==> config.mk <==
export PLATFORM = sky130hd
export DESIGN_NAME = ubr_receiver
export DESIGN_NICKNAME = d
export VERILOG_FILES = /design/src/shared/ubr_pkg.sv /design/src/logic/ubr_receiver.sv
export VERILOG_INCLUDE_DIRS = /design/src /design/src/shared
export SDC_FILE = /design/constraint.sdc
export NUM_CORES = 1
export LEC_CHECK = 0
export ABC_AREA = 1
export BUFFER_PORTS_ARGS = -buffer_cell sky130_fd_sc_hd__buf_2
export CAP_MARGIN = 20
export CORE_ASPECT_RATIO = 1.5
export CORE_MARGIN = 4
export CORE_UTILIZATION = 50
export DETAILED_ROUTE_END_ITERATION = 8
export GPL_TIMING_DRIVEN = 0
export PLACE_DENSITY_LB_ADDON = 0.25
export SKIP_CTS_REPAIR_TIMING = 1
export SLEW_MARGIN = 20
export SYNTH_ARGS = -nofsm -noshare
export SYNTH_HDL_FRONTEND = slang
export SYNTH_SLANG_ARGS = --single-unit
export TNS_END_PERCENT = 10
==> constraint.sdc <==
create_clock -name REF_CLK -period 7.72 [get_ports REF_CLK]
set_input_delay 1.544 -clock REF_CLK [delete_from_list [all_inputs] [get_ports REF_CLK]]
set_output_delay 1.544 -clock REF_CLK [all_outputs]
set_load 0.1 [all_outputs]
==> src/shared/ubr_consts.svh <==
// Purpose: Offsets, field positions, reset values and counts of the break and receive block
// Assumes: APB byte addresses, one 32-bit word per register
// Notes: Included by bare name
`ifndef UBR_CONSTS_SVH
`define UBR_CONSTS_SVH

// Register offsets
`define UBR_OFF_CTRL 8'h00
`define UBR_OFF_STAT 8'h04
`define UBR_OFF_DATA 8'h08
`define UBR_OFF_BAUD 8'h0C

// Control register fields
`define UBR_CB_PORT_ON 0
`define UBR_CB_RX_ON 1
`define UBR_CB_NINE 2
`define UBR_CB_PAR_ON 3
`define UBR_CB_PAR_ODD 4
`define UBR_CB_STOP2 5
`define UBR_CB_BREAK 6
`define UBR_CB_IRQ_EN 7
`define UBR_CB_NINTH 8

// Status register fields
`define UBR_SB_AVAIL 0
`define UBR_SB_OVERRUN 1
`define UBR_SB_NOISE 2
`define UBR_SB_FRAME 3
`define UBR_SB_PARITY 4
`define UBR_SB_RX_IDLE 5
`define UBR_SB_TX_BRK 6

// Reset values
`define UBR_CTRL_RST 8'h00
`define UBR_BAUD_RST 16'h0000

// Oversampling: 16 ticks a bit, samples at ticks 7, 8 and 9
`define UBR_OS_LAST 4'hF
`define UBR_SMP_A 4'h7
`define UBR_SMP_B 4'h8
`define UBR_SMP_MID 4'h9

// Word lengths, break length, buffer depth
`define UBR_LAST_BIT8 4'h7
`define UBR_LAST_BIT9 4'h8
`define UBR_BRK_LAST 4'hD
`define UBR_DEPTH 2'h2

`endif

==> src/shared/ubr_pkg.sv <==
// Purpose: Types of the break and receive block
// Assumes: Constants come from ubr_consts.svh
// Notes: APB request travels as one packed struct
`default_nettype none
package ubr_pkg;

   typedef struct packed {
      logic psel;
      logic penable;
      logic pwrite;
      logic [7:0] paddr;
      logic [31:0] pwdata;
   } ubr_apb_req_t;

   typedef struct packed {
      logic ninth;
      logic [7:0] data;
   } ubr_entry_t;

   typedef enum logic [4:0] {
      UBR_RX_IDLE = 5'b00001,
      UBR_RX_START = 5'b00010,
      UBR_RX_DATA = 5'b00100,
      UBR_RX_STOP = 5'b01000,
      UBR_RX_WAITHI = 5'b10000
   } ubr_rx_state_t;

   typedef enum logic [2:0] {
      UBR_TX_IDLE = 3'b001,
      UBR_TX_BRK = 3'b010,
      UBR_TX_STOP = 3'b100
   } ubr_tx_state_t;

endpackage : ubr_pkg
`default_nettype wire

==> src/logic/ubr_receiver.sv <==
// Purpose: Break generation on the transmit line and the receive path of a serial port, less address detect and wake-up
// Assumes: APB slave, 100 MHz REF_CLK, serial input asynchronous to REF_CLK
// Notes: Normal transmit path, address detect and wake-up live elsewhere
//
// Functional notes
// Break armed after control high over divisor+1 clocks
// Break is start plus 13 zero bits, repeating
// Break sends raise no transmit interrupt
// Breaks repeat while set; then finish, stop bits
// Eight or nine bit words; ninth bit readable
// Sampling at 16x, shifting once per bit
// Bit level by majority of three samples
// LSB first shift register, hidden from software
// Word moves to two-entry buffer after stop
// Third word on full buffer sets overrun, lost
// Data available while buffered; interrupt on transfer
// Available clears by status read then data read
// Overrun clears by status access then data read
// Noise flag set with word, no own interrupt
// Zero stop bit sets framing error, word kept
// Parity error only when parity enabled
// Idle low from start until stop read
// Long break closes as zero word, framing error
// After break, wait for high before start search
// Framing and parity flags cleared by reset
// Software reads error flags before data word
// Enabled receiver starts searching for start bit
// Disabling the port empties the buffer
// Receiver checks exactly one stop bit
// Start by falling edge; sample near bit centre
// Parity over all bits, parity bit last
//
// The register addresses and the APB slave port were left to the implementer.
`timescale 1ns/1ns
`default_nettype none
`include "ubr_consts.svh"

module ubr_receiver (
   // Clock and reset
   input wire logic REF_CLK,
   input wire logic RESET,
   // APB slave
   input wire ubr_pkg::ubr_apb_req_t APB_REQ,
   output logic [31:0] PRDATA,
   output logic PREADY,
   output logic PSLVERR,
   // Serial pins
   input wire logic SERIAL_IN_PIN,
   output logic TX_PIN,
   // Receive event
   output logic RX_IRQ
);
   import ubr_pkg::*;

   // Bus decode; every access waits one cycle so all answers come from flops
   logic pready_q, pslverr_q, rx_irq_q, tx_pin_q;
   logic [31:0] prdata_q;
   wire logic acc = APB_REQ.psel & APB_REQ.penable;
   wire logic first = acc & ~pready_q;
   wire logic done = acc & pready_q;
   wire logic sel_ctrl = APB_REQ.paddr == `UBR_OFF_CTRL;
   wire logic sel_stat = APB_REQ.paddr == `UBR_OFF_STAT;
   wire logic sel_data = APB_REQ.paddr == `UBR_OFF_DATA;
   wire logic sel_baud = APB_REQ.paddr == `UBR_OFF_BAUD;
   wire logic mapped = sel_ctrl | sel_stat | sel_data | sel_baud;
   wire logic wr_ctrl = done & APB_REQ.pwrite & sel_ctrl;
   wire logic wr_baud = done & APB_REQ.pwrite & sel_baud;
   wire logic rd_data = done & ~APB_REQ.pwrite & sel_data;

   // Software controls
   logic port_on_q, receiver_on_q, nine_bit_sel_q, parity_on_q, parity_type_sel_q;
   logic stop2_q, send_break_ctl_q, rx_irq_enable_q, status_seen_q;
   logic [15:0] baud_divisor_q;

   // Receive buffer and flags
   ubr_entry_t fifo_q [2];
   logic [1:0] cnt_q;
   logic overrun_flag_q, noise_flag_q, frame_err_flag_q, parity_err_flag_q;

   // Receiver state
   ubr_rx_state_t rx_q, rx_d;
   logic rx_meta_q, rx_sync_q, rx_prev_q;
   logic [3:0] sub_q, bits_q;
   logic [8:0] rx_shift_reg_q;
   logic [1:0] win_q;
   logic noise_acc_q;

   // Break transmitter state
   ubr_tx_state_t tx_q, tx_d;
   logic [3:0] tx_sub_q, tx_cnt_q;
   logic [16:0] hold_q;
   logic [15:0] div_q;

   // Oversampling tick, one per divisor+1 clocks
   wire logic os_tick = div_q == baud_divisor_q;

   // Receive timing and majority vote
   wire logic rx_run = port_on_q & receiver_on_q;
   wire logic fall = rx_prev_q & ~rx_sync_q;
   wire logic mid = os_tick & (sub_q == `UBR_SMP_MID);
   wire logic smp = os_tick & ((sub_q == `UBR_SMP_A) | (sub_q == `UBR_SMP_B));
   wire logic vote = (win_q[1] & win_q[0]) | (win_q[1] & rx_sync_q)
      | (win_q[0] & rx_sync_q);
   wire logic disagree = ~((win_q[1] == win_q[0]) & (win_q[0] == rx_sync_q));
   wire logic [3:0] last_bit = nine_bit_sel_q ? `UBR_LAST_BIT9 : `UBR_LAST_BIT8;
   wire logic [8:0] word9 = nine_bit_sel_q ? rx_shift_reg_q : {1'b0, rx_shift_reg_q[8:1]};
   wire logic rx_push = (rx_q == UBR_RX_STOP) & mid;
   wire logic frame_bad = ~vote;
   wire logic par_bad = parity_on_q & ((^rx_shift_reg_q) != parity_type_sel_q);
   wire logic noise_now = noise_acc_q | disagree;

   // Buffer control
   wire logic seq_clr = rd_data & status_seen_q;
   wire logic pop = seq_clr & (cnt_q != 2'h0);
   wire logic full = cnt_q == `UBR_DEPTH;
   wire logic push_ok = rx_push & (~full | pop);
   wire logic overrun_evt = rx_push & full & ~pop;
   wire logic [1:0] wr_idx = pop ? (cnt_q - 2'h1) : cnt_q;
   wire logic [1:0] cnt_d = cnt_q + {1'b0, push_ok} - {1'b0, pop};
   wire ubr_entry_t new_entry = '{ninth: word9[8], data: word9[7:0]};
   wire logic rx_idle = (rx_q == UBR_RX_IDLE) | (rx_q == UBR_RX_WAITHI);

   // Break timing
   wire logic armed = send_break_ctl_q
      & (hold_q > ({1'b0, baud_divisor_q} + 17'h00001));
   wire logic tx_end = os_tick & (tx_sub_q == `UBR_OS_LAST);
   wire logic [3:0] stop_last = stop2_q ? 4'h1 : 4'h0;

   // Read data
   logic [31:0] rd_word;
   always_comb begin
      rd_word = 32'h0000_0000;
      if (sel_ctrl) begin
         rd_word[`UBR_CB_PORT_ON] = port_on_q;
         rd_word[`UBR_CB_RX_ON] = receiver_on_q;
         rd_word[`UBR_CB_NINE] = nine_bit_sel_q;
         rd_word[`UBR_CB_PAR_ON] = parity_on_q;
         rd_word[`UBR_CB_PAR_ODD] = parity_type_sel_q;
         rd_word[`UBR_CB_STOP2] = stop2_q;
         rd_word[`UBR_CB_BREAK] = send_break_ctl_q;
         rd_word[`UBR_CB_IRQ_EN] = rx_irq_enable_q;
         rd_word[`UBR_CB_NINTH] = fifo_q[0].ninth;
      end
      if (sel_stat) begin
         rd_word[`UBR_SB_AVAIL] = cnt_q != 2'h0;
         rd_word[`UBR_SB_OVERRUN] = overrun_flag_q;
         rd_word[`UBR_SB_NOISE] = noise_flag_q;
         rd_word[`UBR_SB_FRAME] = frame_err_flag_q;
         rd_word[`UBR_SB_PARITY] = parity_err_flag_q;
         rd_word[`UBR_SB_RX_IDLE] = rx_idle | ~rx_run;
         rd_word[`UBR_SB_TX_BRK] = tx_q != UBR_TX_IDLE;
      end
      if (sel_data) begin
         rd_word[7:0] = fifo_q[0].data; // Shift register itself is never mapped
      end
      if (sel_baud) begin
         rd_word[15:0] = baud_divisor_q;
      end
   end

   always_ff @(posedge REF_CLK or posedge RESET) begin
      if (RESET) begin
         pready_q <= 1'b0;
         pslverr_q <= 1'b0;
         prdata_q <= 32'h0000_0000;
      end else begin
         pready_q <= first;
         pslverr_q <= first & ~mapped;
         prdata_q <= (first & ~APB_REQ.pwrite) ? rd_word : 32'h0000_0000;
      end
   end

   // Control register; disabling the port also drops break and receive enable
   always_ff @(posedge REF_CLK or posedge RESET) begin
      if (RESET) begin
         {rx_irq_enable_q, send_break_ctl_q, stop2_q, parity_type_sel_q,
            parity_on_q, nine_bit_sel_q, receiver_on_q, port_on_q} <= `UBR_CTRL_RST;
         baud_divisor_q <= `UBR_BAUD_RST;
      end else begin
         if (wr_ctrl) begin
            {rx_irq_enable_q, send_break_ctl_q, stop2_q, parity_type_sel_q,
               parity_on_q, nine_bit_sel_q, receiver_on_q, port_on_q}
               <= APB_REQ.pwdata[7:0];
         end else if (~port_on_q) begin
            receiver_on_q <= 1'b0;
            send_break_ctl_q <= 1'b0;
         end
         if (wr_baud) begin
            baud_divisor_q <= APB_REQ.pwdata[15:0];
         end
      end
   end

   // Status access arms the clearing read; the data read disarms it
   always_ff @(posedge REF_CLK or posedge RESET) begin
      if (RESET) begin
         status_seen_q <= 1'b0;
      end else if (done & sel_stat) begin
         status_seen_q <= 1'b1;
      end else if (rd_data) begin
         status_seen_q <= 1'b0;
      end
   end

   // Two-entry buffer, one generate slot per entry
   for (genvar i = 0; i < 2; i++) begin : g_entry
      always_ff @(posedge REF_CLK or posedge RESET) begin
         if (RESET) begin
            fifo_q[i] <= '0;
         end else if (push_ok & (wr_idx == 2'(i))) begin
            fifo_q[i] <= new_entry;
         end else if (pop & (i == 0)) begin
            fifo_q[i] <= fifo_q[1];
         end
      end
   end

   // Flags: a set in the clearing cycle wins
   always_ff @(posedge REF_CLK or posedge RESET) begin
      if (RESET) begin
         cnt_q <= 2'h0;
         overrun_flag_q <= 1'b0;
         noise_flag_q <= 1'b0;
         frame_err_flag_q <= 1'b0;
         parity_err_flag_q <= 1'b0;
      end else if (~port_on_q) begin
         cnt_q <= 2'h0;
         overrun_flag_q <= 1'b0;
         noise_flag_q <= 1'b0;
         frame_err_flag_q <= 1'b0;
         parity_err_flag_q <= 1'b0;
      end else begin
         cnt_q <= cnt_d;
         overrun_flag_q <= overrun_evt | (overrun_flag_q & ~seq_clr);
         noise_flag_q <= (push_ok & noise_now) | (noise_flag_q & ~seq_clr);
         frame_err_flag_q <= (push_ok & frame_bad) | (frame_err_flag_q & ~seq_clr);
         parity_err_flag_q <= (push_ok & par_bad) | (parity_err_flag_q & ~seq_clr);
      end
   end

   // Receive event pulse; noise alone never adds one
   always_ff @(posedge REF_CLK or posedge RESET) begin
      if (RESET) begin
         rx_irq_q <= 1'b0;
      end else begin
         rx_irq_q <= rx_irq_enable_q & port_on_q & (push_ok | overrun_evt);
      end
   end

   // Divider
   always_ff @(posedge REF_CLK or posedge RESET) begin
      if (RESET) begin
         div_q <= 16'h0000;
      end else begin
         div_q <= os_tick ? 16'h0000 : div_q + 16'h0001;
      end
   end

   // Input synchroniser; first stage feeds only the second
   always_ff @(posedge REF_CLK or posedge RESET) begin
      if (RESET) begin
         rx_meta_q <= 1'b1;
         rx_sync_q <= 1'b1;
         rx_prev_q <= 1'b1;
      end else begin
         rx_meta_q <= SERIAL_IN_PIN;
         rx_sync_q <= rx_meta_q;
         rx_prev_q <= rx_sync_q;
      end
   end

   // Receive sequence
   always_comb begin
      rx_d = rx_q;
      case (rx_q)
         UBR_RX_IDLE: if (fall) rx_d = UBR_RX_START;
         UBR_RX_START: if (mid) rx_d = vote ? UBR_RX_IDLE : UBR_RX_DATA;
         UBR_RX_DATA: if (mid & (bits_q == last_bit)) rx_d = UBR_RX_STOP;
         UBR_RX_STOP: if (mid) rx_d = vote ? UBR_RX_IDLE : UBR_RX_WAITHI;
         UBR_RX_WAITHI: if (mid & vote) rx_d = UBR_RX_IDLE;
         default: rx_d = UBR_RX_IDLE;
      endcase
      if (~rx_run) begin
         rx_d = UBR_RX_IDLE;
      end
   end

   always_ff @(posedge REF_CLK or posedge RESET) begin
      if (RESET) begin
         rx_q <= UBR_RX_IDLE;
         sub_q <= 4'h0;
         bits_q <= 4'h0;
         win_q <= 2'h3;
         noise_acc_q <= 1'b0;
         rx_shift_reg_q <= 9'h000;
      end else begin
         rx_q <= rx_d;
         if (rx_q == UBR_RX_IDLE) begin
            sub_q <= 4'h0;
            bits_q <= 4'h0;
            noise_acc_q <= 1'b0;
            rx_shift_reg_q <= 9'h000;
         end else if (os_tick) begin
            sub_q <= sub_q + 4'h1;
         end
         if (smp) begin
            win_q <= {win_q[0], rx_sync_q};
         end
         if (mid & (rx_q != UBR_RX_IDLE) & (rx_q != UBR_RX_WAITHI)) begin
            noise_acc_q <= noise_acc_q | disagree;
         end
         if (mid & (rx_q == UBR_RX_DATA)) begin
            rx_shift_reg_q <= {vote, rx_shift_reg_q[8:1]};
            bits_q <= bits_q + 4'h1;
         end
      end
   end

   // Break transmitter
   always_comb begin
      tx_d = tx_q;
      case (tx_q)
         UBR_TX_IDLE: if (armed) tx_d = UBR_TX_BRK;
         UBR_TX_BRK:
            if (tx_end & (tx_cnt_q == `UBR_BRK_LAST) & ~send_break_ctl_q) begin
               tx_d = UBR_TX_STOP;
            end
         UBR_TX_STOP: if (tx_end & (tx_cnt_q == stop_last)) tx_d = UBR_TX_IDLE;
         default: tx_d = UBR_TX_IDLE;
      endcase
      if (~port_on_q) begin
         tx_d = UBR_TX_IDLE;
      end
   end

   always_ff @(posedge REF_CLK or posedge RESET) begin
      if (RESET) begin
         tx_q <= UBR_TX_IDLE;
         tx_sub_q <= 4'h0;
         tx_cnt_q <= 4'h0;
         hold_q <= 17'h00000;
         tx_pin_q <= 1'b1;
      end else begin
         tx_q <= tx_d;
         tx_pin_q <= tx_d != UBR_TX_BRK; // No transmit event is raised here
         if (~send_break_ctl_q) begin
            hold_q <= 17'h00000;
         end else if (~armed) begin
            hold_q <= hold_q + 17'h00001;
         end
         if (tx_q != tx_d) begin
            tx_sub_q <= 4'h0;
            tx_cnt_q <= 4'h0;
         end else if (os_tick & (tx_q != UBR_TX_IDLE)) begin
            tx_sub_q <= tx_sub_q + 4'h1;
            if (tx_end) begin
               tx_cnt_q <= ((tx_q == UBR_TX_BRK) & (tx_cnt_q == `UBR_BRK_LAST))
                  ? 4'h1 : tx_cnt_q + 4'h1;
            end
         end
      end
   end

   assign PRDATA = prdata_q;
   assign PREADY = pready_q;
   assign PSLVERR = pslverr_q;
   assign TX_PIN = tx_pin_q;
   assign RX_IRQ = rx_irq_q;
endmodule : ubr_receiver
`default_nettype wire

==> results.txt <==
die width: 111 µm
Synth cell types: 56
top cells by area, synth: dfrtp_1 41%, nand2_1 10%, inv_1 6.6%, ha_1 5.1%, nor2_1 3.9%
Routed WL per cell: 14.5 µm
DP HPWL: 14,200 µm
Clock Sinks: 141
Num CTS Buffers: 17
dpl cells: 1,282
status: completed
dpl ws: 3.69 ns
synthesized instance count: 1,014
overall power: 1680 µW
TritonCTS clock tree: yes
global-route wire length before repair: 31,800 µm
drt via density: 5.15
leakage dissipation: 0.00464 µW
final WL: 19,100 µm
Layout area overhead: 15.0%
post-layout min period: 4.11 ns
Detail Route Antenna Nets: 0
Slew Viols, Final: 0
Worst-Skew Late Latency: 0.42 ns
final-report hold violation count: 0
Synth Flop Type: dfrtp_1
Setup Skew: 0.00919 ns
Port Buffers: 49
wl on met1: 7540 µm
metal2 WL: 9670 µm
io pins: 82
endpoints failing setup: 0
worst setup margin: 3.61 ns
n_diodes: 0
total track usage: 21.8%
top-count cell post-synth: nand2_1
peak supply drop: 136 µV
row cnt: 56
PD cells: 182 nW/µm²
RSZ-0062 raised after global routing: no
Avg Cell Area, Syn: 7.92 µm²
fmax: 243 MHz
Max Root-Sink Buffers: 2
Layout Nets: 1,177
async set or reset register ratio after synthesis: 100%
#FFs+latches synth: 141
cell taking the most area after synthesis: dfrtp_1
Setup TNS: 0 ns
Rel. slew slack: 52.4%
WL met3: 696 µm
Hold Path Class: flip-flop to flip-flop
Mapped Area: 8030 µm²
Max-cap violations: 0
Arr. time, crit path: 4.41 ns
initial antenna violation count: 0
gpl congestion: 0.867
Starting DRT DRC Count: 366
post-route DRC violation count: 0
r2r setup slk: 3.61 ns
Clock transition at path regs: 0.06 ns
Yosys warning total: 0
max layer used: met4
area share of the largest cell type after synthesis: 41.5%
kind of critical path: flip-flop to flip-flop
DIE HEIGHT: 163 µm
vias in the first global route: 6,708
Initial Util: 51.1%
Worst Max-Slew Pin Slew: 0.710 ns
Worst Path Max Fanout: 8
fill cell count: 1,433
die area: 18,200 µm²
final cell count without fillers: 1,314
via count: 6,764
Crit path required time: 8.02 ns
Core Area: 15,700 µm²
Worst Setup End Kind: flip-flop
layout cells sized above 1: 15.0%
Final period util: 53.3%
sequential element share of the synthesized area: 44.1%
CTS HTree Levels: 4
clk root buf: clkbuf_16
largest net degree at the start of global routing: 100
DRT Pass-1 Iters: 5
Worst setup SP type: flip-flop
Overflow after GRT: 0
Register Area: 3540 µm²
Post-synth top cells: 221 x nand2_1, 141 x inv_1, 133 x dfrtp_1, 83 x nor2_1
Post-synth EDFFs: 0
multi-input logic area: 3680 µm²
[worst max-delay path, stage by stage, from the launching register on]
cell,delay (ns)
dfrtp_1,0.31
buf_2,0.20
nand3_1,0.14
nor3_1,0.26
nand3_1,0.20
nor3_2,0.19
nand2_1,0.09
nor2_1,0.09
nand2_1,0.09
nor3_1,0.19
xor2_1,0.11
ha_1,0.29
nand2_1,0.07
nor2_1,0.18
nand2_1,0.12
nor2_1,0.13
nand2_1,0.06
nand3_1,0.10
nand2_1,0.12
inv_1,0.16
nand3_1,0.18
nand2_1,0.16
nand2_1,0.10
nand2_1,0.10
nand2_1,0.05
nand2_1,0.22
nor2_1,0.07
[through the flow]
stage | area [µm²] | hold WS [ns] | utilization [%]
4_1_cts | 9230 | 0.355 | 58.8
6_report | 9230 | 0.354 | 58.8
3_3_place_gp | 8580 | 0.347 | 54.7
5_1_grt | 9230 | 0.359 | 58.8
2_1_floorplan | 8080 | 0.345 | -
3_5_place_dp | 8620 | 0.347 | 54.9
[metal layers]
metal	up-vias	global-route usage [%]
met5	-	0
met4	0	13.4
met3	71	4.11
met2	166	38.3
met1	3105	24.4
li1	3422	-
[layout make-up]
class                           instances  share of cell area, %
Clock inverter                         12                   1.83
Sequential cell                       141                   38.3
Clock buffer                           20                   4.84
Multi-Input combinational cell        684                   39.9
Tap cell                              203                   2.75
Inverter                              169                   7.10
Timing Repair Buffer                   50                   2.95
Buffer                                 35                   2.29
[cells in the final DEF, fill, tap and decap left out, types with 3 or more instances in the layout]
cell type | synthesis | routed
ha_1 | 33 | 33
clkbuf_16 | 0 | 17
dfstp_2 | 8 | 8
clkinv_1 | 3 | 3
nand4_1 | 14 | 14
nand2_1 | 221 | 221
o21ai_1 | 6 | 6
clkbuf_1 | 13 | 15
nor3_2 | 3 | 3
xor2_1 | 21 | 21
a211oi_1 | 4 | 4
a21oi_1 | 47 | 47
inv_1 | 141 | 140
o31ai_1 | 3 | 3
nor4_1 | 5 | 5
nor3_1 | 39 | 39
nand2_4 | 3 | 3
bufinv_16 | 0 | 4
nand3_2 | 3 | 3
nand3_1 | 55 | 55
buf_4 | 17 | 17
buf_2 | 1 | 50
o22ai_1 | 15 | 15
o21ai_0 | 55 | 55
conb_1 | 1 | 16
dfrtp_1 | 133 | 133
a31oi_1 | 6 | 6
inv_2 | 23 | 23
xnor2_1 | 13 | 13
o21ai_2 | 10 | 10
nor2_1 | 83 | 83
clkinv_2 | 1 | 6
[report_power, final]
part | internal [µW] | switching [µW] | total, µW
clock | 546 | 314 | 860
sequential | 742 | 1.47 | 743
combinational | 15.7 | 65.5 | 81.3
total | 1300 | 381 | 1680
[logic make-up (layout without fill, tap and decap cells)]
| group | count (synthesis) | in the layout | share of synthesized area, % |
|---|---|---|---|
| buffers and inverters | 204 | 286 | 10.7 |
| muxes | 2 | 2 | 0.281 |
| adders and majority gates | 33 | 33 | 5.14 |
| AOI/OAI and AO/OA | 157 | 157 | 11.2 |
| DFF | 141 | 141 | 44.1 |
| other | 1 | 16 | 0.0467 |
| xor gates and xnor gates | 34 | 34 | 3.71 |
| and+or+nand+nor | 442 | 442 | 24.8 |
[sequential cells by signal (all words and copies together) (netlist names), 2 cells and up]
register        cells
PRDATA             16
baud_divisor_q     16
bits_q              4
cnt_q               2
div_q              16
fifo_q             18
hold_q             17
rx_q                5
rx_shift_reg_q      9
sub_q               4
tx_cnt_q            4
tx_q                3
tx_sub_q            4
win_q               2
[worst paths after layout]
kind,cells past startpoint,to,start
worst max-delay path,26,tx_cnt_q[3],baud_divisor_q[2]
max in group asynchronous,3,rx_q[0],RESET
worst max register to register,26,tx_cnt_q[3],baud_divisor_q[2]
min in group asynchronous,2,PRDATA[8],RESET
worst min register to register,0,rx_sync_q,rx_meta_q
worst min-delay path,0,rx_sync_q,rx_meta_q
Note: power is estimated with default switching activity, not from simulation.
